$ cat config.mk
export PLATFORM = sky130hd
export DESIGN_NAME = ccsc_channel
export DESIGN_NICKNAME = d
export VERILOG_FILES = /design/src/include/ccsc_pkg.sv /design/src/include/ccsc_xfer_if.sv /design/src/rtl/ccsc_sync_shift.sv /design/src/rtl/ccsc_async_frame.sv /design/src/rtl/ccsc_channel.sv
export VERILOG_INCLUDE_DIRS = /design/src /design/src/include
export SDC_FILE = /design/constraint.sdc
export NUM_CORES = 1
export LEC_CHECK = 0
export BUFFER_PORTS_ARGS = -buffer_cell sky130_fd_sc_hd__buf_4
export CAP_MARGIN = 15
export CORE_AREA = 2 2 137 86
export DETAILED_ROUTE_END_ITERATION = 6
export DIE_AREA = 0 0 139 88
export MAX_ROUTING_LAYER = met4
export PLACE_DENSITY = 0.81
export REMOVE_ABC_BUFFERS = 1
export SKIP_CTS_REPAIR_TIMING = 1
export SYNTH_ARGS = -nofsm -noshare
export SYNTH_HDL_FRONTEND = slang
export SYNTH_HIERARCHICAL = 1
export SYNTH_SLANG_ARGS = --single-unit
$ cat constraint.sdc
create_clock -name clk_sys -period 2.8 [get_ports clk_sys]
set_input_delay 0.42 -clock clk_sys [delete_from_list [all_inputs] [get_ports clk_sys]]
set_output_delay 0.42 -clock clk_sys [all_outputs]
set_load 0.1 [all_outputs]
$ cat src/include/ccsc_params.svh
// Constants of the clock-synchronized serial channel: offsets, field positions, resets, timing
// Assumes a 20-bit byte address on the register port and a 10 MHz system clock
`ifndef CCSC_PARAMS_SVH
`define CCSC_PARAMS_SVH
`define CCSC_A_CTRL 20'h401E8
`define CCSC_A_IRDA 20'h401E9
`define CCSC_A_TXD 20'h401E4
`define CCSC_A_RXD 20'h401E5
`define CCSC_A_STAT 20'h401E6
`define CCSC_A_IEN 20'h40276
`define CCSC_A_CAUSE 20'h40286
`define CCSC_A_PFS 20'h402D0
`define CCSC_B_MODE 1:0
`define CCSC_B_CLOCK_SOURCE_SELECT 2
`define CCSC_B_RECEIVE_ENABLE_BIT 6
`define CCSC_B_TRANSMIT_ENABLE_BIT 7
`define CCSC_B_IRMD 1:0
`define CCSC_IRMD_NORMAL 2'h0
`define CCSC_B_ERR 2:0
`define CCSC_B_RXFULL 3
`define CCSC_B_TXEMPTY 4
`define CCSC_B_CAUSE 5:3
`define CCSC_C_ERR 0
`define CCSC_C_RX 1
`define CCSC_C_TX 2
`define CCSC_E_OVR 0
`define CCSC_E_PAR 1
`define CCSC_E_FRM 2
`define CCSC_B_PFS 7:4
`define CCSC_P_SDI 0
`define CCSC_P_SDO 1
`define CCSC_P_SCLK 2
`define CCSC_P_RDY 3
`define CCSC_RST_BYTE 8'h00
`define CCSC_LAST_BIT 3'h7
`define CCSC_FRAME_LAST 4'h9
`define CCSC_CLK_NS 100
`define CCSC_BIT_NS 8000
`define CCSC_BIT_CYC (8'((`CCSC_BIT_NS) / (`CCSC_CLK_NS)))
`define CCSC_HALF_CYC (8'((`CCSC_BIT_NS) / (2 * (`CCSC_CLK_NS))))
`endif

$ cat src/include/ccsc_pkg.sv
// Types of the clock-synchronized serial channel
// Assumes the constants header is included where numbers are needed
package ccsc_pkg;
  typedef logic [19:0] ccsc_addr_t;
  typedef logic [7:0] ccsc_byte_t;
  typedef enum logic [1:0] {MODE_SYNC_MASTER, MODE_SYNC_SLAVE, MODE_RSVD, MODE_ASYNC} ccsc_mode_t;
  typedef enum logic [1:0] {SY_IDLE, SY_SHIFT} ccsc_sync_st_t;
  typedef enum logic [1:0] {TX_IDLE, TX_RUN} ccsc_atx_st_t;
  typedef enum logic [1:0] {RX_IDLE, RX_HALF, RX_BITS, RX_STOP} ccsc_arx_st_t;
endpackage

$ cat src/include/ccsc_xfer_if.sv
// Word exchange between the register file and one transfer engine
// Assumes one engine per instance; all engine outputs are registered pulses or levels
`timescale 1ns/10ps
`default_nettype none
interface ccsc_xfer_if;
  logic [7:0] tx_word;
  logic tx_avail;
  logic tx_take;
  logic [7:0] rx_word;
  logic rx_done;
  logic frame_err;
  logic run_tx;
  logic run_rx;
  logic dout;
  logic rdy_n;
  modport core (output tx_word, tx_avail, run_tx, run_rx, input tx_take, rx_word, rx_done, frame_err, dout, rdy_n);
  modport engine (input tx_word, tx_avail, run_tx, run_rx, output tx_take, rx_word, rx_done, frame_err, dout, rdy_n);
endinterface
`default_nettype wire

$ cat src/rtl/ccsc_sync_shift.sv
// Clock-synchronized slave shifter, clocked by the master's shift clock, LSB first
// Assumes pin inputs synchronous to clk_sys and run enables stable during a frame
`timescale 1ns/10ps
`default_nettype none
`include "ccsc_params.svh"
module ccsc_sync_shift (
  // Clock and reset
  input wire logic clk_sys,
  input wire logic reset,
  // Pins after function select
  input wire logic sclk_n,
  input wire logic sdi,
  // Word exchange
  ccsc_xfer_if.engine x
);
  import ccsc_pkg::*;
  ccsc_sync_st_t st_q, st_d;
  ccsc_byte_t sh_q, sh_d, rxw_q, rxw_d;
  logic [2:0] cnt_q, cnt_d;
  logic is_tx_q, is_tx_d, sclk_q, dout_q, dout_d, rdy_q, rdy_d, take_q, take_d, done_q, done_d;
  logic rise, fall;

  always_comb begin
    rise = !sclk_q && sclk_n;
    fall = sclk_q && !sclk_n;
    st_d = st_q;
    sh_d = sh_q;
    rxw_d = rxw_q;
    cnt_d = cnt_q;
    is_tx_d = is_tx_q;
    dout_d = dout_q;
    rdy_d = rdy_q;
    take_d = 1'b0;
    done_d = 1'b0;
    case (st_q)
      SY_IDLE: begin
        rdy_d = 1'b1;
        if (x.run_tx && x.tx_avail) begin
          take_d = 1'b1;
          sh_d = x.tx_word;
          dout_d = x.tx_word[0];
          is_tx_d = 1'b1;
          cnt_d = 3'h0;
          rdy_d = 1'b0;
          st_d = SY_SHIFT;
        end else if (x.run_rx) begin
          is_tx_d = 1'b0;
          cnt_d = 3'h0;
          rdy_d = 1'b0;
          st_d = SY_SHIFT;
        end
      end
      SY_SHIFT: begin
        if (!(is_tx_q ? x.run_tx : x.run_rx)) begin
          rdy_d = 1'b1;
          st_d = SY_IDLE;
        end else if (rise) begin
          sh_d = {sdi, sh_q[7:1]};
          cnt_d = cnt_q + 3'h1;
          if (cnt_q == `CCSC_LAST_BIT) begin
            rdy_d = 1'b1;
            done_d = !is_tx_q;
            rxw_d = {sdi, sh_q[7:1]};
            st_d = SY_IDLE;
          end
        end else if (fall) begin
          dout_d = sh_q[0];
        end
      end
      default: st_d = SY_IDLE;
    endcase
  end

  always_ff @(posedge clk_sys) begin
    if (reset) begin
      st_q <= SY_IDLE;
      sh_q <= `CCSC_RST_BYTE;
      rxw_q <= `CCSC_RST_BYTE;
      cnt_q <= 3'h0;
      is_tx_q <= 1'b0;
      sclk_q <= 1'b1;
      dout_q <= 1'b1;
      rdy_q <= 1'b1;
      take_q <= 1'b0;
      done_q <= 1'b0;
    end else begin
      st_q <= st_d;
      sh_q <= sh_d;
      rxw_q <= rxw_d;
      cnt_q <= cnt_d;
      is_tx_q <= is_tx_d;
      sclk_q <= sclk_n;
      dout_q <= dout_d;
      rdy_q <= rdy_d;
      take_q <= take_d;
      done_q <= done_d;
    end
  end

  assign x.tx_take = take_q;
  assign x.rx_done = done_q;
  assign x.rx_word = rxw_q;
  assign x.frame_err = 1'b0;
  assign x.dout = dout_q;
  assign x.rdy_n = rdy_q;
endmodule
`default_nettype wire

$ cat src/rtl/ccsc_async_frame.sv
// Asynchronous framer: start bit, eight data bits LSB first, stop bit, fixed bit time
// Assumes the line idles high and the bit time constant matches the partner
`timescale 1ns/10ps
`default_nettype none
`include "ccsc_params.svh"
module ccsc_async_frame (
  // Clock and reset
  input wire logic clk_sys,
  input wire logic reset,
  // Data input after function select
  input wire logic sdi,
  // Word exchange
  ccsc_xfer_if.engine x
);
  import ccsc_pkg::*;
  ccsc_atx_st_t tst_q, tst_d;
  ccsc_arx_st_t rst_q, rst_d;
  logic [9:0] frm_q, frm_d;
  logic [3:0] tbit_q, tbit_d;
  logic [7:0] tdiv_q, tdiv_d, rdiv_q, rdiv_d;
  logic [2:0] rcnt_q, rcnt_d;
  ccsc_byte_t rsh_q, rsh_d, rxw_q, rxw_d;
  logic dout_q, dout_d, take_q, take_d, done_q, done_d, ferr_q, ferr_d;

  always_comb begin
    tst_d = tst_q;
    frm_d = frm_q;
    tbit_d = tbit_q;
    tdiv_d = tdiv_q;
    dout_d = dout_q;
    take_d = 1'b0;
    case (tst_q)
      TX_IDLE: begin
        dout_d = 1'b1;
        if (x.run_tx && x.tx_avail) begin
          take_d = 1'b1;
          frm_d = {1'b1, x.tx_word, 1'b0};
          dout_d = 1'b0;
          tbit_d = 4'h0;
          tdiv_d = 8'h00;
          tst_d = TX_RUN;
        end
      end
      TX_RUN: begin
        if (tdiv_q == `CCSC_BIT_CYC - 8'h01) begin
          tdiv_d = 8'h00;
          frm_d = {1'b1, frm_q[9:1]};
          dout_d = frm_q[1];
          tbit_d = tbit_q + 4'h1;
          if (tbit_q == `CCSC_FRAME_LAST) begin
            dout_d = 1'b1;
            tst_d = TX_IDLE;
          end
        end else begin
          tdiv_d = tdiv_q + 8'h01;
        end
      end
      default: tst_d = TX_IDLE;
    endcase
  end

  // Receive side: start bit checked at mid-bit, stop bit flags a framing error
  always_comb begin
    rst_d = rst_q;
    rdiv_d = rdiv_q;
    rcnt_d = rcnt_q;
    rsh_d = rsh_q;
    rxw_d = rxw_q;
    done_d = 1'b0;
    ferr_d = 1'b0;
    case (rst_q)
      RX_IDLE: begin
        rdiv_d = 8'h00;
        if (x.run_rx && !sdi) begin
          rst_d = RX_HALF;
        end
      end
      RX_HALF: begin
        rdiv_d = rdiv_q + 8'h01;
        if (rdiv_q == `CCSC_HALF_CYC - 8'h01) begin
          rdiv_d = 8'h00;
          rcnt_d = 3'h0;
          rst_d = sdi ? RX_IDLE : RX_BITS;
        end
      end
      RX_BITS: begin
        rdiv_d = rdiv_q + 8'h01;
        if (rdiv_q == `CCSC_BIT_CYC - 8'h01) begin
          rdiv_d = 8'h00;
          rsh_d = {sdi, rsh_q[7:1]};
          rcnt_d = rcnt_q + 3'h1;
          if (rcnt_q == `CCSC_LAST_BIT) begin
            rst_d = RX_STOP;
          end
        end
      end
      RX_STOP: begin
        rdiv_d = rdiv_q + 8'h01;
        if (rdiv_q == `CCSC_BIT_CYC - 8'h01) begin
          done_d = 1'b1;
          rxw_d = rsh_q;
          ferr_d = !sdi;
          rst_d = RX_IDLE;
        end
      end
      default: rst_d = RX_IDLE;
    endcase
  end

  always_ff @(posedge clk_sys) begin
    if (reset) begin
      tst_q <= TX_IDLE;
      rst_q <= RX_IDLE;
      frm_q <= 10'h3FF;
      tbit_q <= 4'h0;
      tdiv_q <= 8'h00;
      rdiv_q <= 8'h00;
      rcnt_q <= 3'h0;
      rsh_q <= `CCSC_RST_BYTE;
      rxw_q <= `CCSC_RST_BYTE;
      dout_q <= 1'b1;
      take_q <= 1'b0;
      done_q <= 1'b0;
      ferr_q <= 1'b0;
    end else begin
      tst_q <= tst_d;
      rst_q <= rst_d;
      frm_q <= frm_d;
      tbit_q <= tbit_d;
      tdiv_q <= tdiv_d;
      rdiv_q <= rdiv_d;
      rcnt_q <= rcnt_d;
      rsh_q <= rsh_d;
      rxw_q <= rxw_d;
      dout_q <= dout_d;
      take_q <= take_d;
      done_q <= done_d;
      ferr_q <= ferr_d;
    end
  end

  assign x.tx_take = take_q;
  assign x.rx_done = done_q;
  assign x.rx_word = rxw_q;
  assign x.frame_err = ferr_q;
  assign x.dout = dout_q;
  assign x.rdy_n = 1'b1;
endmodule
`default_nettype wire

$ cat src/rtl/ccsc_channel.sv
// Serial channel top: register file, cause flags, pin function select, engine selection
// Assumes a single-cycle register port, pins synchronous to clk_sys, one clock domain
//
// Overview of operation
// - Sync mode shifts bits on shared clock
// - Async words carry start and stop bits
// - Slave uses data in, out, clock, ready
// - Interface mode unknown until software writes it
// - Sync slave is clocked by master clock
// - Sync mode never enables both directions
// - Writing zero clears status error flags
// - Cause flags need clearing before interrupts
// - Transmit empty cause set on shifter load
// - Requests issue only for enabled causes
// - Cause flags stay set until cleared
// - Three sources: error, receive full, transmit empty
// - Control and interface-mode registers at fixed addresses
// - Enable and cause registers at fixed addresses
// - Four select bits hand pins to channel
// - Slave drives ready low when prepared
// - Receive full cause set on buffer load
// - Sync mode flags only overrun errors
`timescale 1ns/10ps
`default_nettype none
`include "ccsc_params.svh"
module ccsc_channel (
  // Clock and reset
  input wire logic clk_sys,
  input wire logic reset,
  // Register port
  input wire ccsc_pkg::ccsc_addr_t reg_addr,
  input wire ccsc_pkg::ccsc_byte_t reg_wdata,
  input wire logic reg_wr,
  input wire logic reg_rd,
  output ccsc_pkg::ccsc_byte_t reg_rdata,
  // Serial pins
  input wire logic serial_data_in_pin,
  output logic serial_data_out_pin,
  output logic serial_data_out_pin_oe,
  input wire logic shift_clock_pin_n,
  output logic ready_handshake_pin_n,
  output logic ready_handshake_pin_n_oe,
  // Interrupt requests, vectors 60, 61, 62 in this order
  output logic irq_rx_error,
  output logic irq_rx_full,
  output logic irq_tx_empty
);
  import ccsc_pkg::*;
  ccsc_byte_t ctrl_q, ctrl_d, ir_q, ir_d, txd_q, txd_d, rxd_q, rxd_d, rdata_q, rdata_d;
  logic ir_set_q, ir_set_d, tx_full_q, tx_full_d, rx_full_q, rx_full_d;
  logic [2:0] err_q, err_d, ien_q, ien_d, cause_q, cause_d, armed_q, armed_d, irq_q, irq_d, ev;
  logic [3:0] pfs_q, pfs_d;
  logic sdo_q, sdo_d, sdo_oe_q, sdo_oe_d, rdy_q, rdy_d, rdy_oe_q, rdy_oe_d;
  ccsc_mode_t mode, wmode;
  logic is_async, ch_ok, run_tx, run_rx, take, done, ferr, eng_dout, eng_rdy, sdi, sclk_n;
  logic ovr_evt, rd_rxd;
  ccsc_byte_t word;

  ccsc_xfer_if sy ();
  ccsc_xfer_if as ();

  assign sdi = pfs_q[`CCSC_P_SDI] ? serial_data_in_pin : 1'b1;
  assign sclk_n = pfs_q[`CCSC_P_SCLK] ? shift_clock_pin_n : 1'b1;

  // channel runs only when fully set up
  assign mode = ccsc_mode_t'(ctrl_q[`CCSC_B_MODE]);
  assign is_async = (mode == MODE_ASYNC);
  assign ch_ok = ir_set_q && (ir_q[`CCSC_B_IRMD] == `CCSC_IRMD_NORMAL)
    && (is_async || (mode == MODE_SYNC_SLAVE && ctrl_q[`CCSC_B_CLOCK_SOURCE_SELECT]));
  assign run_tx = ch_ok && ctrl_q[`CCSC_B_TRANSMIT_ENABLE_BIT];
  assign run_rx = ch_ok && ctrl_q[`CCSC_B_RECEIVE_ENABLE_BIT];

  assign sy.tx_word = txd_q;
  assign sy.tx_avail = tx_full_q;
  assign sy.run_tx = run_tx && !is_async;
  assign sy.run_rx = run_rx && !is_async;
  assign as.tx_word = txd_q;
  assign as.tx_avail = tx_full_q;
  assign as.run_tx = run_tx && is_async;
  assign as.run_rx = run_rx && is_async;

  assign take = is_async ? as.tx_take : sy.tx_take;
  assign done = is_async ? as.rx_done : sy.rx_done;
  assign word = is_async ? as.rx_word : sy.rx_word;
  assign ferr = is_async ? as.frame_err : sy.frame_err;
  assign eng_dout = is_async ? as.dout : sy.dout;
  assign eng_rdy = is_async ? as.rdy_n : sy.rdy_n;

  ccsc_sync_shift u_sync (
    .clk_sys(clk_sys),
    .reset(reset),
    .sclk_n(sclk_n),
    .sdi(sdi),
    .x(sy.engine)
  );

  ccsc_async_frame u_async (
    .clk_sys(clk_sys),
    .reset(reset),
    .sdi(sdi),
    .x(as.engine)
  );

  always_comb begin
    wmode = ccsc_mode_t'(reg_wdata[`CCSC_B_MODE]);
    rd_rxd = reg_rd && (reg_addr == `CCSC_A_RXD);
    ctrl_d = ctrl_q;
    ir_d = ir_q;
    ir_set_d = ir_set_q;
    txd_d = txd_q;
    tx_full_d = tx_full_q;
    rxd_d = rxd_q;
    rx_full_d = rx_full_q;
    ien_d = ien_q;
    pfs_d = pfs_q;
    err_d = err_q;
    cause_d = cause_q;
    armed_d = armed_q;
    if (reg_wr) begin
      case (reg_addr)
        `CCSC_A_CTRL: begin
          ctrl_d = reg_wdata;
          if (wmode != MODE_ASYNC && reg_wdata[`CCSC_B_TRANSMIT_ENABLE_BIT]) begin
            ctrl_d[`CCSC_B_RECEIVE_ENABLE_BIT] = 1'b0;
          end
        end
        `CCSC_A_IRDA: begin
          ir_d = reg_wdata;
          ir_set_d = 1'b1;
        end
        `CCSC_A_TXD: txd_d = reg_wdata;
        `CCSC_A_STAT: err_d = err_q & reg_wdata[`CCSC_B_ERR];
        `CCSC_A_IEN: ien_d = reg_wdata[`CCSC_B_CAUSE];
        `CCSC_A_CAUSE: begin
          cause_d = cause_q & ~reg_wdata[`CCSC_B_CAUSE];
          armed_d = armed_q | reg_wdata[`CCSC_B_CAUSE];
        end
        `CCSC_A_PFS: pfs_d = reg_wdata[`CCSC_B_PFS];
        default: ;
      endcase
    end
    // New word written at the same edge as a load stays pending
    if (take) begin
      tx_full_d = 1'b0;
    end
    if (reg_wr && reg_addr == `CCSC_A_TXD) begin
      tx_full_d = 1'b1;
    end
    if (rd_rxd) begin
      rx_full_d = 1'b0;
    end
    if (done) begin
      rxd_d = word;
      rx_full_d = 1'b1;
    end
    // overrun in every mode; parity never set, framing only in async
    ovr_evt = done && rx_full_q && !rd_rxd;
    err_d[`CCSC_E_OVR] = err_d[`CCSC_E_OVR] | ovr_evt;
    err_d[`CCSC_E_FRM] = err_d[`CCSC_E_FRM] | (done && ferr);
    ev = 3'h0;
    ev[`CCSC_C_ERR] = ovr_evt || (done && ferr);
    ev[`CCSC_C_RX] = done;
    ev[`CCSC_C_TX] = take;
    cause_d = cause_d | ev;
    irq_d = cause_q & ien_q & armed_q;
    rdata_d = `CCSC_RST_BYTE;
    if (reg_rd) begin
      case (reg_addr)
        `CCSC_A_CTRL: rdata_d = ctrl_q;
        `CCSC_A_IRDA: rdata_d = ir_q;
        `CCSC_A_TXD: rdata_d = txd_q;
        `CCSC_A_RXD: rdata_d = rxd_q;
        `CCSC_A_STAT: begin
          rdata_d[`CCSC_B_ERR] = err_q;
          rdata_d[`CCSC_B_RXFULL] = rx_full_q;
          rdata_d[`CCSC_B_TXEMPTY] = !tx_full_q;
        end
        `CCSC_A_IEN: rdata_d[`CCSC_B_CAUSE] = ien_q;
        `CCSC_A_CAUSE: rdata_d[`CCSC_B_CAUSE] = cause_q;
        `CCSC_A_PFS: rdata_d[`CCSC_B_PFS] = pfs_q;
        default: rdata_d = `CCSC_RST_BYTE;
      endcase
    end
    sdo_d = pfs_q[`CCSC_P_SDO] ? eng_dout : 1'b1;
    sdo_oe_d = pfs_q[`CCSC_P_SDO] && run_tx;
    rdy_d = eng_rdy;
    rdy_oe_d = pfs_q[`CCSC_P_RDY] && ch_ok && !is_async;
  end

  always_ff @(posedge clk_sys) begin
    if (reset) begin
      ctrl_q <= `CCSC_RST_BYTE;
      ir_q <= `CCSC_RST_BYTE;
      ir_set_q <= 1'b0;
      txd_q <= `CCSC_RST_BYTE;
      tx_full_q <= 1'b0;
      rxd_q <= `CCSC_RST_BYTE;
      rx_full_q <= 1'b0;
      ien_q <= 3'h0;
      pfs_q <= 4'h0;
      err_q <= 3'h0;
      cause_q <= 3'h0;
      armed_q <= 3'h0;
      irq_q <= 3'h0;
      rdata_q <= `CCSC_RST_BYTE;
      sdo_q <= 1'b1;
      sdo_oe_q <= 1'b0;
      rdy_q <= 1'b1;
      rdy_oe_q <= 1'b0;
    end else begin
      ctrl_q <= ctrl_d;
      ir_q <= ir_d;
      ir_set_q <= ir_set_d;
      txd_q <= txd_d;
      tx_full_q <= tx_full_d;
      rxd_q <= rxd_d;
      rx_full_q <= rx_full_d;
      ien_q <= ien_d;
      pfs_q <= pfs_d;
      err_q <= err_d;
      cause_q <= cause_d;
      armed_q <= armed_d;
      irq_q <= irq_d;
      rdata_q <= rdata_d;
      sdo_q <= sdo_d;
      sdo_oe_q <= sdo_oe_d;
      rdy_q <= rdy_d;
      rdy_oe_q <= rdy_oe_d;
    end
  end

  assign reg_rdata = rdata_q;
  assign serial_data_out_pin = sdo_q;
  assign serial_data_out_pin_oe = sdo_oe_q;
  assign ready_handshake_pin_n = rdy_q;
  assign ready_handshake_pin_n_oe = rdy_oe_q;
  assign irq_rx_error = irq_q[`CCSC_C_ERR];
  assign irq_rx_full = irq_q[`CCSC_C_RX];
  assign irq_tx_empty = irq_q[`CCSC_C_TX];
endmodule
`default_nettype wire

# [After elaboration in Yosys (flattened, before gate mapping)]
# Cells that the tools add are included.
[word_totals] inputBits=34 regBits=150
[op_classes] bitwise=19 n_mux=83 n_eq_ne=38 reduce_logical=72 addsub=5
[op_table] op="$eq 20x19->1 const B" n=8
[op_table] op="$mux 8" n=8
[op_table] op="$pmux 8 s2" n=2
[op_table] op="$pmux 8 s4" n=1
[op_table] op="$mux 3" n=10
[op_table] op="$mux 1" n=29
[op_table] op="$mux 2" n=14
[op_table] op="$ne 2x1->1 const B" n=12
[op_table] op="$reduce_and 2->1" n=12
[op_table] op="$logic_and 1x1->1" n=23
[op_table] op="$mux 10" n=2
[op_table] op="$pmux 10 s2" n=1
[op_table] op="$add 8x1->8 const B" n=2
[op_table] op="$eq 8x7->1 const B" n=2
[op_table] op="$pmux 3 s5" n=1
[op_table] op="$reduce_and 3->1" n=5
[op_table] op="$pmux 1 s7" n=2
[op_table] op="$and 3x3->3" n=4
[op_table] op="$pmux 3 s2" n=2
[op_table] op="$reduce_and 4->1" n=3
[op_table] op="$reduce_bool 2->1" n=6
[op_table] op="$reduce_or 2->1" n=6
[op_table] op="$not 1->1" n=10
[op_table] op="$pmux 2 s5" n=1
[op_table] op="other kinds (26)" n=51

# [Logic depth before layout (Yosys ltp)]
# Gate-level depths: netlist of run 1.
[depth] depth_word=9 ltp_mapped=10

# [By module]
# The synthesis of run 1 kept the hierarchy.
[by_module_without_submodules] module="ccsc_channel" instances=1 seq_area_each_um2=1321.3 cells_per_inst=344 area_per_inst_um2=3011.6
[by_module_without_submodules] module="ccsc_async_frame" instances=1 seq_area_each_um2=1081.0 cells_per_inst=257 area_per_inst_um2=2306.0
[by_module_without_submodules] module="ccsc_sync_shift" instances=1 seq_area_each_um2=520.5 cells_per_inst=114 area_per_inst_um2=1117.3

# [Least setup slack after synthesis of run 1]
# OpenSTA, ideal clock, no wires.
[synth_path] path_kind="input to register" start="in reg_addr[11]" end="reg ctrl_q[0]" setup_slack_ps=235 setup_ps=128 t_arrival_ps=2437 cell_stages=6 n_path_buf=1 cell_sequence="or4_1 -> or4_4 -> buf_6 -> nor4_4 -> mux2i_1 -> nor2_1"
[synth_via] elab_chain_len=2
[synth_rtl] item="start, declared" line_no="ccsc_channel.sv:31" rtl="input wire ccsc_pkg::ccsc_addr_t reg_addr,"
[synth_rtl] item="$eq 20x19->1" line_no="ccsc_channel.sv:120" rtl="case (reg_addr)"
[synth_rtl] item="$reduce_and 2->1 (no source line)"
[synth_rtl] item="end signal, assigned" line_no="ccsc_channel.sv:192" rtl="ctrl_q <= `CCSC_RST_BYTE;"
[synth_rtl] item="end signal, assigned" line_no="ccsc_channel.sv:211" rtl="ctrl_q <= ctrl_d;"
[synth_rtl] item="end, declared" line_no="ccsc_channel.sv:49" rtl="ccsc_byte_t ctrl_q, ctrl_d, ir_q, ir_d, txd_q, txd_d, rxd_q, rxd_d, rdata_q, rdata_d;"
# Every way passes these cells.
# A chain may end at the register's enable or synchronous reset.

# [Worst setup path in the final report of run 1]
[layout_path] start="reg ctrl_q[0]" end="reg u_sync.sh_q[4]"
[layout_via] elab_chain_len=9
[layout_rtl] item="$eq 2x1->1" line_no="ccsc_channel.sv:69" rtl="&& (is_async || (mode == MODE_SYNC_SLAVE && ctrl_q[`CCSC_B_CLOCK_SOURCE_SELECT]));"
[layout_rtl] item="$logic_and 1x1->1" line_no="ccsc_channel.sv:69"
[layout_rtl] item="$logic_or 1x1->1" line_no="ccsc_channel.sv:69"
[layout_rtl] item="$logic_and 1x1->1" line_no="ccsc_channel.sv:68" rtl="assign ch_ok = ir_set_q && (ir_q[`CCSC_B_IRMD] == `CCSC_IRMD_NORMAL)"
[layout_rtl] item="$logic_and 1x1->1" line_no="ccsc_channel.sv:70" rtl="assign run_tx = ch_ok && ctrl_q[`CCSC_B_TRANSMIT_ENABLE_BIT];"
[layout_rtl] item="$logic_and 1x1->1 *" line_no="ccsc_channel.sv:75" rtl="assign sy.run_tx = run_tx && !is_async;"
[layout_rtl] item="named net sy.run_tx" line_no="ccsc_xfer_if.sv:12" rtl="logic run_tx;"
[layout_rtl] item="$mux 1 or $logic_and 1x1->1 (tied branches)" line_no="ccsc_sync_shift.sv:54, ccsc_sync_shift.sv:38"
[layout_rtl] item="$ne 2x1->1 (no source line)"
[layout_rtl] item="$reduce_and 4->1 (no source line) *"
[layout_rtl] item="end signal, assigned" line_no="ccsc_sync_shift.sv:77" rtl="sh_q <= `CCSC_RST_BYTE;"
[layout_rtl] item="end, declared" line_no="ccsc_sync_shift.sv:18" rtl="ccsc_byte_t sh_q, sh_d, rxw_q, rxw_d;"
# Mark *: on every way through the listed nets, which the timed path passes. The rest lies on a longest branch.

==> results.md, run 1 <==
- DRT met1 WL: 7.544 mm
- Drt pass-1 iters: 5
- EDFF count, synth: 0
- Reg2reg path depth: 8
- Most frequent cells in the layout: dfxtp_1 (146), nor2_1 (90), nand2_1 (75)
- N_diodes: 0
- Post-detailed-route count of antenna-violating nets: 0
- Met2 WL: 8.004 mm
- Largest net degree at the start of global routing: 101
- CP Max Fanout: 16
- Max cap viols: 0
- Initial detailed-routing violation count: 725
- Unrepaired setup endpoints after global routing: no
- CTS root buf: clkbuf_16
- Initial antenna violation count: 0
- Fin. Hold Viols: 0
- Port Buf Inserts: 48
- DRT Wirelength: 17.65 mm
- Synthesis-to-finish area growth: 17.01%
- Clock latency at the later pin of the worst-skew pair: 0.42 ns
- Crit Path Category: flop to flop
- First-pass GRT wire length: 27.79 mm
- Utilization after layout: 68.70%
- Final setup fails: 0
- Tcrit/Tclk final: 86.15%
- Num rows: 30
- Top_reg_cell synth: dfxtp_1
- Num CTS Buffers: 17
- Number of placed I/O pins: 49
- Detailed Place HPWL: 12.15 mm
- Overall power: 4574 µW
- Die H: 88 µm
- Top layer used by detailed routing: met4
- Least-Margin Pin Slew: 0.7559 ns
- CTS tree: built
- GPL Wtd Cong: 0.9229
- Crit path DAT: 2.74 ns
- H-tree Lvls: 4
- WHS: 0.2957 ns
- CP endpoint kind: flop
- Fin crit period: 2.412 ns
- Pwr/cell area: 607.5 nW/µm²
- WL/cell: 19.33 µm
- Die width: 139 µm
- Overall Global Routing Usage: 30.20%
- Maximum clock rate: 414.6 MHz
- Starting density of the core: 58.71%
- DIE AREA: 12,230 µm²
- Leak: 0.002739 µW
- Syn. warnings: 6
- CP startpoint kind: flop
- Num Clock Sinks: 146
- Vias in the first global route: 5,412
- Via count: 5,764
- Share of cells above drive strength 1: 16.64%
- Grt ovf: 0
- DR DRC count: 0
- Clock Pin Slew Worst Setup and Hold Paths: 0.06 ns
- HP Class: input port to flop
- Register area share after synthesis: 45.42%
- Status: finished clean
- Synth cell types: 71
- Synth Register Bits: 146
- Hold path cells: 3
- Worst Skew: 0.01040 ns
- Synth Area per Inst: 9.000 µm²
- Wire length on met3: 1.915 mm
- Final Max Slew Viols: 0
- Max transition margin: 49.54%
- Crit path required time: 3.12 ns
- Mapped Cells: 715
- Most common cell after layout, fill and taps aside: dfxtp_1
- Core ar.: 10,960 µm²
- Vias per cell: 6.313
- Clk buf depth: 2
- Final nets: 799
- Max IR drop VDD: 0.0004768 V
- Netlist Area Pre-Place: 6435 µm²
- Post-synth ARST share: 0%
[path summary, 6_finish.rpt]
| path | startpoint | to | slack [ns] |
|---|---|---|---|
| min reg2reg | armed_q[2] | irq_q[2] | 0.44 |
| max | ctrl_q[0] | u_sync/sh_q[4] | 0.39 |
| min | reg_wdata[0] | as.tx_word[0] | 0.30 |
| max reg2reg | ctrl_q[0] | u_sync/sh_q[4] | 0.39 |
[metal layers]
layer | up-vias | global-route usage, %
met2 | 300 | 46.35
met3 | 25 | 9.185
li1 | 2663 | -
met1 | 2776 | 38.85
met5 | - | -
met4 | 0 | 9.091
[cell families after synthesis]
family | count (synthesis) | share of synthesized area (%)
AND/OR/NAND/NOR | 283 | 21.66
AO/OA/AOI/OAI | 147 | 15.71
flip-flops | 146 | 45.42
multiplexers | 63 | 9.975
buffers and inverters | 55 | 4.064
XOR/XNOR | 11 | 1.497
adder cells (fa/ha/maj) | 8 | 1.556
other | 2 | 0.1167
[state kept, by name, indices dropped and copies added (netlist names), 4 cells and up, named ones only]
name and cells:
u_async/frm_q 8, u_async/rsh_q 8, u_async/tdiv_q 8, u_sync/sh_q 8, pfs_q 4, u_async/rdiv_q 8
rxd_q 8, ctrl_q 8, as.tx_word 8, reg_rdata 8, u_async/x.rx_word 8, ir_q 8
u_sync/x.rx_word 8, u_async/tbit_q 4
[cells in the mapped netlist, types with 3 or more instances]
master | instances | area, µm²
dfxtp_1 | 146 | 2923
nor2_1 | 90 | 337.8
nand2_1 | 75 | 281.5
mux2i_1 | 56 | 560.5
a21oi_1 | 48 | 240.2
nand3_1 | 32 | 160.2
clkbuf_1 | 27 | 101.4
nor3_1 | 20 | 100.1
a22oi_1 | 14 | 105.1
a31oi_1 | 14 | 87.58
o21ai_0 | 14 | 70.07
inv_1 | 11 | 41.29
a211oi_1 | 10 | 75.07
a311oi_1 | 8 | 70.07
ha_1 | 8 | 100.1
nand4_1 | 8 | 50.05
and3_1 | 7 | 43.79
xnor2_1 | 7 | 61.31
mux2_2 | 6 | 67.56
a32oi_1 | 5 | 43.79
buf_2 | 5 | 25.02
buf_4 | 5 | 37.54
nand2b_1 | 5 | 31.28
nor2b_1 | 5 | 31.28
o22a_1 | 5 | 43.79
buf_6 | 4 | 45.04
nor3b_1 | 4 | 30.03
or3_1 | 4 | 25.02
xor2_1 | 4 | 35.03
a31o_2 | 3 | 26.28
buf_1 | 3 | 11.26
nand3b_1 | 3 | 22.52
nand4b_1 | 3 | 26.28
nor4b_1 | 3 | 26.28
o211ai_1 | 3 | 22.52
[where the power goes]
part	total [µW]	switching [µW]	leakage, µW	internal, µW
Sequential	2080	0.000910	0.00118	2080
Combinational	139	89.3	0.00127	50.0
Clock	2360	922	0.000290	1440
Total	4570	1010	0.00274	3560
[through the flow]
stage / setup slack, ns / area, µm² / instances / TNS (ns)
2_1_floorplan: -0.1578 / 6215 / 671 / -1.276
3_3_place_gp: 0.2337 / 6910 / 882 / 0
3_5_place_dp: 0.1402 / 6910 / 882 / 0
4_1_cts: 0.2946 / 7523 / 913 / 0
5_1_grt: 0.2182 / 7530 / 913 / 0
6_report: 0.3878 / 7530 / 913 / 0
[layout make-up]
type,count,area (µm²)
fillers,822,3431
multi-input cells,514,3257
flip-flops and latches,146,2923
repair buffers,67,515.5
clock buffers,18,439.2
well taps,144,180.2
clock inverters,13,173.9
inverters,11,41.29
[critical path, cell delays in order, from the launching register on]
cell and delay (ns):
dfxtp_1 0.34, nand2_1 0.06, nor4_2 0.38, nand2_1 0.21, a21oi_1 0.33, mux2i_2 0.19, o21ai_4 0.46, nor2_1 0.08
a211oi_1 0.26
No activity file was read; power rests on OpenSTA's default activity.
==> run 2, diff against run 1 <==
ABC_AREA = 1   (was default)
CORE_AREA = 2 2 141 88   (was 2 2 137 86)
DIE_AREA = 0 0 143 90   (was 0 0 139 88)
==> results.md, run 2 <==
- Status: finished clean
- DR DRC count: 0 (unchanged)
- Worst setup margin: 0.6384 ns (+0.2507 ns)
- Final Max Slew Viols: 0 (unchanged)
- Num CTS Buffers: 17 (unchanged)
- H-tree Lvls: 4 (unchanged)
- Synthesis-to-finish area growth: 14.79%
- Port Buf Inserts: 48 (unchanged)
- Total area of sequential cells: 2923 µm² (unchanged)
- Synth area leader: dfxtp_1
- Num rows: 31 (+3.3%)
- Clk buf depth: 2 (unchanged)
- Worst Skew: 0.01399 ns (+0.003595 ns)
- Initial antenna violation count: 0 (unchanged)
- Via count: 6,170 (+7.0%)
- Drt pass-1 iters: 5 (unchanged)
- Post-detailed-route count of antenna-violating nets: 0 (unchanged)
- Synth area leaders: dfxtp_1 (43%), nand2_1 (11%), a21oi_1 (6.2%)
- Grt ovf: 0 (unchanged)
- DIE AREA: 12,870 µm² (+5.2%)
- Post-synthesis xor/xnor area fraction: 0.8981% (-0.60 points)
- Synth Area per Inst: 7.364 µm² (-18%)
- Hold path start: reg_wdata[1]
- Detailed Place HPWL: 11.86 mm (-2.4%)
- Sequential power share: 46.6% (+1.2 points)
- Synth cell types: 46 (-35%)
- Adder-cell share of the synthesized area: 1.466% (-0.089 points)
- Pwr/cell area: 568.2 nW/µm² (-6.5%)
- Synth Area in Simple Gates: 30.43% (+8.8 points)
- WL/cell: 14.60 µm (-24%)
- Maximum clock rate: 462.6 MHz (+12%)
- Buf+Inv Stages, Crit Path: 1 (+1)
- CP Max Fanout: 11 (-5)
- Post-route cell area: 7836 µm² (+4.1%)
- Synth Register Bits: 146 (unchanged)
- Hold path cells: 3 (unchanged)
- Overall Global Routing Usage: 27.60% (-2.6 points)
- CP endpoint kind: flop
- CTS tree: built
- Most common cell after layout, fill and taps aside: nand2_1
- WHS: 0.2854 ns (-0.01026 ns)
- Final setup fails: 0 (unchanged)
- Worst Hold End: err_q[1]
- Crit path DAT: 2.44 ns (-0.30 ns)
- Mapped Cells: 927 (+30%)
- Tcrit/Tclk final: 77.20% (-9.0 points)
- Most frequent cells after synthesis: nand2_1 (203), dfxtp_1 (146), inv_1 (102)
- GPL Wtd Cong: 0.9144 (-0.92%)
- Vias per cell: 5.379 (-15%)
- Number of placed I/O pins: 49 (unchanged)
- Max IR drop VDD: 0.0004088 V (-14%)
- Max transition margin: 52.81% (+3.3 points)
- Most frequent cell after synthesis: nand2_1
- Fin crit period: 2.162 ns (-0.2507 ns)
- Crit path required time: 3.08 ns (-0.04 ns)
- P_int: 3484 µW (-2.2%)
- Starting density of the core: 58.47% (-0.24 points)
- Netlist Area Pre-Place: 6827 µm² (+6.1%)
- Multi-input logic area: 3307 µm² (+1.5%)
- DRT Wirelength: 16.74 mm (-5.1%)
- Largest family of logic cells by synthesized area: simple AND/OR/NAND/NOR gates
- Clock Pin Slew Worst Setup and Hold Paths: 0.06 ns (about the same)
- Post-synthesis compound-gate area fraction: 15.40% (-0.31 points)
- Worst reg2reg startpoint: ir_q[0]
- Least-Margin Pin Slew: 0.7071 ns (-0.04878 ns)
- Syn. warnings: 6 (unchanged)
- First-pass GRT wire length: 27.46 mm (-1.2%)
- HP Class: input port to flop
- Max cap viols: 0 (unchanged)
- CP startpoint kind: flop
- Multiplexer share of the synthesized area: 0.1466% (-9.8 points)
- Logic pwr share: 2.8% (-0.2 points)
- Unrepaired setup endpoints after global routing: no
- DP Area: 7247 µm² (+4.9%)
- Share of cells above drive strength 1: 15.17% (-1.5 points)
- Fin. Hold Viols: 0 (unchanged)
- N_diodes: 0 (unchanged)
- Clock share of power: 50.5% (-1.1 points)
- Leak: 0.003349 µW (+22%)
- EDFF count, synth: 0 (unchanged)
- Post-synth ARST share: 0% (unchanged)
- Register area share after synthesis: 42.82% (-2.6 points)
- Initial detailed-routing violation count: 630 (-13%)
- CTS root buf: clkbuf_16
- Clock latency at the later pin of the worst-skew pair: 0.42 ns (about the same)
- Max stage delay cell, worst path: nand2_1
- # fillers: 966 (+18%)
- Crit path max-delay family: simple AND/OR/NAND/NOR gates
- Crit path largest cell delay: 0.34 ns (-0.12 ns)
- Core ar.: 11,670 µm² (+6.5%)
- Largest net degree at the start of global routing: 39 (-61%)
- Vias in the first global route: 5,500 (+1.6%)
- Most frequent cells in the layout: nand2_1 (203), dfxtp_1 (146), inv_1 (102)
- Num Clock Sinks: 146 (unchanged)
- RR Endpoint: u_sync/x.rx_word[2]
- Crit-path cells: nor2_1, o2111ai_1, nor2_1, inv_1, nor2_1, nand2_1, nand2_1, nand3_2, nand2_1, a21oi_1
- Switch share: 21.76% (-0.34 points)
- TNS Setup: 0 ns (unchanged)
- Die H: 90 µm (+2.3%)
- Setup slack, reg-to-reg: 0.64 ns (+0.25 ns)
- Top-area cell type share of the netlist area: 42.82% (-2.6 points)
- Top_reg_cell synth: dfxtp_1
- Final nets: 1,011 (+27%)
- Crit Path Category: flop to flop
- Net switching power: 969.0 µW (-4.1%)
- Die width: 143 µm (+2.9%)
- Place WS: 0.7620 ns (+0.6218 ns)
- Reg2reg path depth: 10 (+2)
run 2: changes by cell type after synthesis, sizes merged, moves of 13 or more:
cell / delta
nand3: +13
a22oi: -14
nor2: +23
o21ai: +70
nand2: +140
a21oi: +38
inv: +98
nand4: +18
clkbuf: -13
mux2i: -56
run 2: kinds of logic after synthesis:
kind of cell | Yosys count
other | 2
muxes | 1
DFF | 146
and+or+nand+nor | 427
buffers and inverters | 140
xor gates and xnor gates | 7
AOI/OAI and AO/OA | 196
adders and majority gates | 8
run 2: final cells by class:
cell class                 instances  area share (%)
sequential                       146           37.30
multi-input combinational        641           42.20
clock buffer                      20           5.828
inverter                         110           5.269
clock inverter                    12           1.692
tap                              165           2.635
timing repair buffer              53           5.077
run 2: worst max path at each step:
| stage | startpoint | endpoint | slack, ns | cells past startpoint |
|---|---|---|---|---|
| final | ir_q[0] | u_sync/x.rx_word[2] | 0.64 | 10 |
| after global routing | ir_q[0] | u_sync/x.rx_word[4] | 0.39 | 10 |
| after CTS | ir_q[0] | u_sync/x.rx_word[2] | 0.72 | 10 |
| after detailed placement | ir_q[0] | u_sync/x.rx_word[2] | 0.76 | 10 |
| after global placement | ir_q[0] | u_sync/x.rx_word[2] | 0.81 | 10 |
| after floorplan | ctrl_q[1] | u_async/frm_q[8] | 0.79 | 12 |
run 2: worst min-delay path, cell delays in order:
cell and delay (ns):
buf_4 0.08, nor2_1 0.04, nor3_1 0.11
run 2: per-layer routing:
metal	track usage [%]	routed length [µm]	vias to the layer above
li1	-	-	3103
met1	39.60	8004	2794
met2	37.44	6933	255
met3	9.164	1649	18
met4	6.271	155	0
met5	-	0	-
run 2: power by group through the flow:
stage | logic (µW) | clock network (µW) | registers (µW)
global placement | 122 | 0 | 2120
global route | 137 | 2380 | 2080
finish | 125 | 2250 | 2080
CTS | 124 | 2270 | 2080
floorplan | 50.5 | 0 | 2120
detailed placement | 123 | 0 | 2120
run 2: per-stage QoR:
| stage | instances | power, µW | utilization [%] |
|---|---|---|---|
| finish | 1147 | 4453 | 67.12 |
| global route | 1147 | 4590 | 67.12 |
| detailed placement | 1115 | 2246 | 62.07 |
| floorplan | 897 | 2174 | - |
| global placement | 1115 | 2245 | 62.07 |
| CTS | 1147 | 4469 | 67.12 |
==> run 3, diff against run 2 <==
clock period = 2.14 ns   (was 2.8 ns; I/O delays follow)
==> results.md, run 3 (synthesized netlist as in run 2, its figures left out) <==
- Fin. Hold Viols: 0 (unchanged)
- Vias per cell: 5.453 (+1.4%)
- GPL Wtd Cong: 0.9392 (+2.7%)
- Most common cell after layout, fill and taps aside: nand2_1
- Core ar.: 11,670 µm² (unchanged)
- Max cap viols: 0 (unchanged)
- N_diodes: 0 (unchanged)
- Share of cells above drive strength 1: 15.50% (+0.33 points)
- Vias in the first global route: 5,725 (+4.1%)
- Drt pass-1 iters: 6 (+1)
- DIE AREA: 12,870 µm² (unchanged)
- Largest net degree at the start of global routing: 35 (-10%)
- # fillers: 955 (-1.1%)
- Maximum clock rate: 515.7 MHz (+11%)
- Hold path start: reg_wdata[4]
- Crit path required time: 2.44 ns (-0.64 ns)
- Status: finished clean
- Final nets: 1,016 (+0.49%)
- Initial antenna violation count: 0 (unchanged)
- Synthesis-to-finish area growth: 15.95%
- CP Max Fanout: 9 (-2)
- CP endpoint kind: flop
- Worst reg2reg startpoint: ir_q[0]
- Buf+Inv Stages, Crit Path: 1 (unchanged)
- TNS Setup: 0 ns (unchanged)
- Via count: 6,282 (+1.8%)
- Clock Pin Slew Worst Setup and Hold Paths: 0.06 ns (about the same)
- Starting density of the core: 58.47% (unchanged)
- Detailed Place HPWL: 12.20 mm (+2.9%)
- Crit path max-delay family: simple AND/OR/NAND/NOR gates
- Utilization after layout: 67.80% (+0.68 points)
- Overall Global Routing Usage: 28.89% (+1.3 points)
- CTS tree: built
- Final Max Slew Viols: 0 (unchanged)
- Worst Hold End: armed_q[1]
- Crit Path Category: flop to flop
- DR DRC count: 0 (unchanged)
- Max stage delay cell, worst path: dfxtp_1
- Most frequent cells in the layout: nand2_1 (203), dfxtp_1 (146), inv_1 (102)
- Num rows: 31 (unchanged)
- CTS root buf: clkbuf_16
- Unrepaired setup endpoints after global routing: no
- Final setup fails: 0 (unchanged)
- Worst Skew: 0.009154 ns (-0.004840 ns)
- RR Endpoint: u_sync/x.rx_word[1]
- Clock latency at the later pin of the worst-skew pair: 0.42 ns (about the same)
- Crit path largest cell delay: 0.33 ns (about the same)
- CP startpoint kind: flop
- Crit-path cells: nor2_1, o2111ai_1, nor2_1, inv_1, nor2_1, nand2_1, nand2_1, nand3_2, nand2_1, a21oi_1
- Setup slack, reg-to-reg: 0.20 ns (-0.44 ns)
- Leak: 0.003392 µW (+1.3%)
- Die H: 90 µm (unchanged)
- DRT Wirelength: 17.24 mm (+3.0%)
- Pwr/cell area: 763.9 nW/µm² (+34%)
- Number of placed I/O pins: 49 (unchanged)
- Clk buf depth: 2 (unchanged)
- Reg2reg path depth: 10 (unchanged)
- Die width: 143 µm (unchanged)
- H-tree Lvls: 4 (unchanged)
- Max IR drop VDD: 0.0005573 V (+36%)
- Grt ovf: 0 (unchanged)
- Least-Margin Pin Slew: 0.7162 ns (+0.009057 ns)
- Port Buf Inserts: 48 (unchanged)
- WL/cell: 14.97 µm (+2.5%)
- Num CTS Buffers: 17 (unchanged)
- Initial detailed-routing violation count: 661 (+4.9%)
- Post-detailed-route count of antenna-violating nets: 0 (unchanged)
- HP Class: input port to flop
- Hold path cells: 3 (unchanged)
- Num Clock Sinks: 146 (unchanged)
- Fin crit period: 1.939 ns (-0.2226 ns)
- Max transition margin: 51.81% (-0.99 points)
- First-pass GRT wire length: 28.64 mm (+4.3%)
- Crit path DAT: 2.24 ns (-0.20 ns)
- Tcrit/Tclk final: 90.61% (+13 points)
## run 3: final cells by class
cell class | count | area, µm² | area share (%)
inverters | 110 | 412.9 | 5.217
clock inverters | 12 | 178.9 | 2.261
flip-flops and latches | 146 | 2923 | 36.93
clock buffers | 20 | 446.7 | 5.643
repair buffers | 58 | 435.4 | 5.501
multi-input cells | 641 | 3312 | 41.84
well taps | 165 | 206.4 | 2.608
## run 3: metrics by stage
stage | total power, µW | cell area [µm²] | cells | hold WS [ns] | setup WS [ns]
global placement | 2940 | 7284 | 1120 | 0.4318 | 0.3130
global route | 6194 | 7915 | 1152 | 0.2033 | 0.008401
finish | 6046 | 7915 | 1152 | 0.1892 | 0.2010
CTS | 6063 | 7910 | 1152 | 0.1805 | 0.2183
detailed placement | 2941 | 7284 | 1120 | 0.4315 | 0.2391
floorplan | 2844 | 6643 | 897 | 0.3901 | 0.1307
## run 3: worst min-delay path: stages
cell and delay [ns]:
buf_4 0.08, nand2_1 0.06, a21oi_1 0.11
## run 3: routing by layer
| metal | GRT usage (%) | wire length, µm |
|---|---|---|
| met1 | 41.57 | 8023 |
| met2 | 40.07 | 7185 |
| met3 | 7.832 | 1843 |
| met4 | 7.178 | 190 |
| met5 | - | 0 |
## run 3: how the worst max path moves through the flow
stage                                     end      start  slack (ns)  cells after the start
after detailed placement     u_async/frm_q[8]  ctrl_q[1]        0.24                     12
final                     u_sync/x.rx_word[1]    ir_q[0]        0.20                     10
after global routing         u_async/frm_q[8]  ctrl_q[0]       0.008                     12
after CTS                    u_async/frm_q[8]  ctrl_q[1]        0.22                     12
after global placement       u_async/frm_q[8]  ctrl_q[1]        0.31                     12
after floorplan              u_async/frm_q[8]  ctrl_q[1]        0.13                     12
## run 3: where the power goes
part	internal (µW)	switching, µW	total, µW	leakage [µW]
clock network	1990	1170	3160	0.000297
logic	61.3	107	168	0.00192
registers	2720	0.000773	2720	0.00118
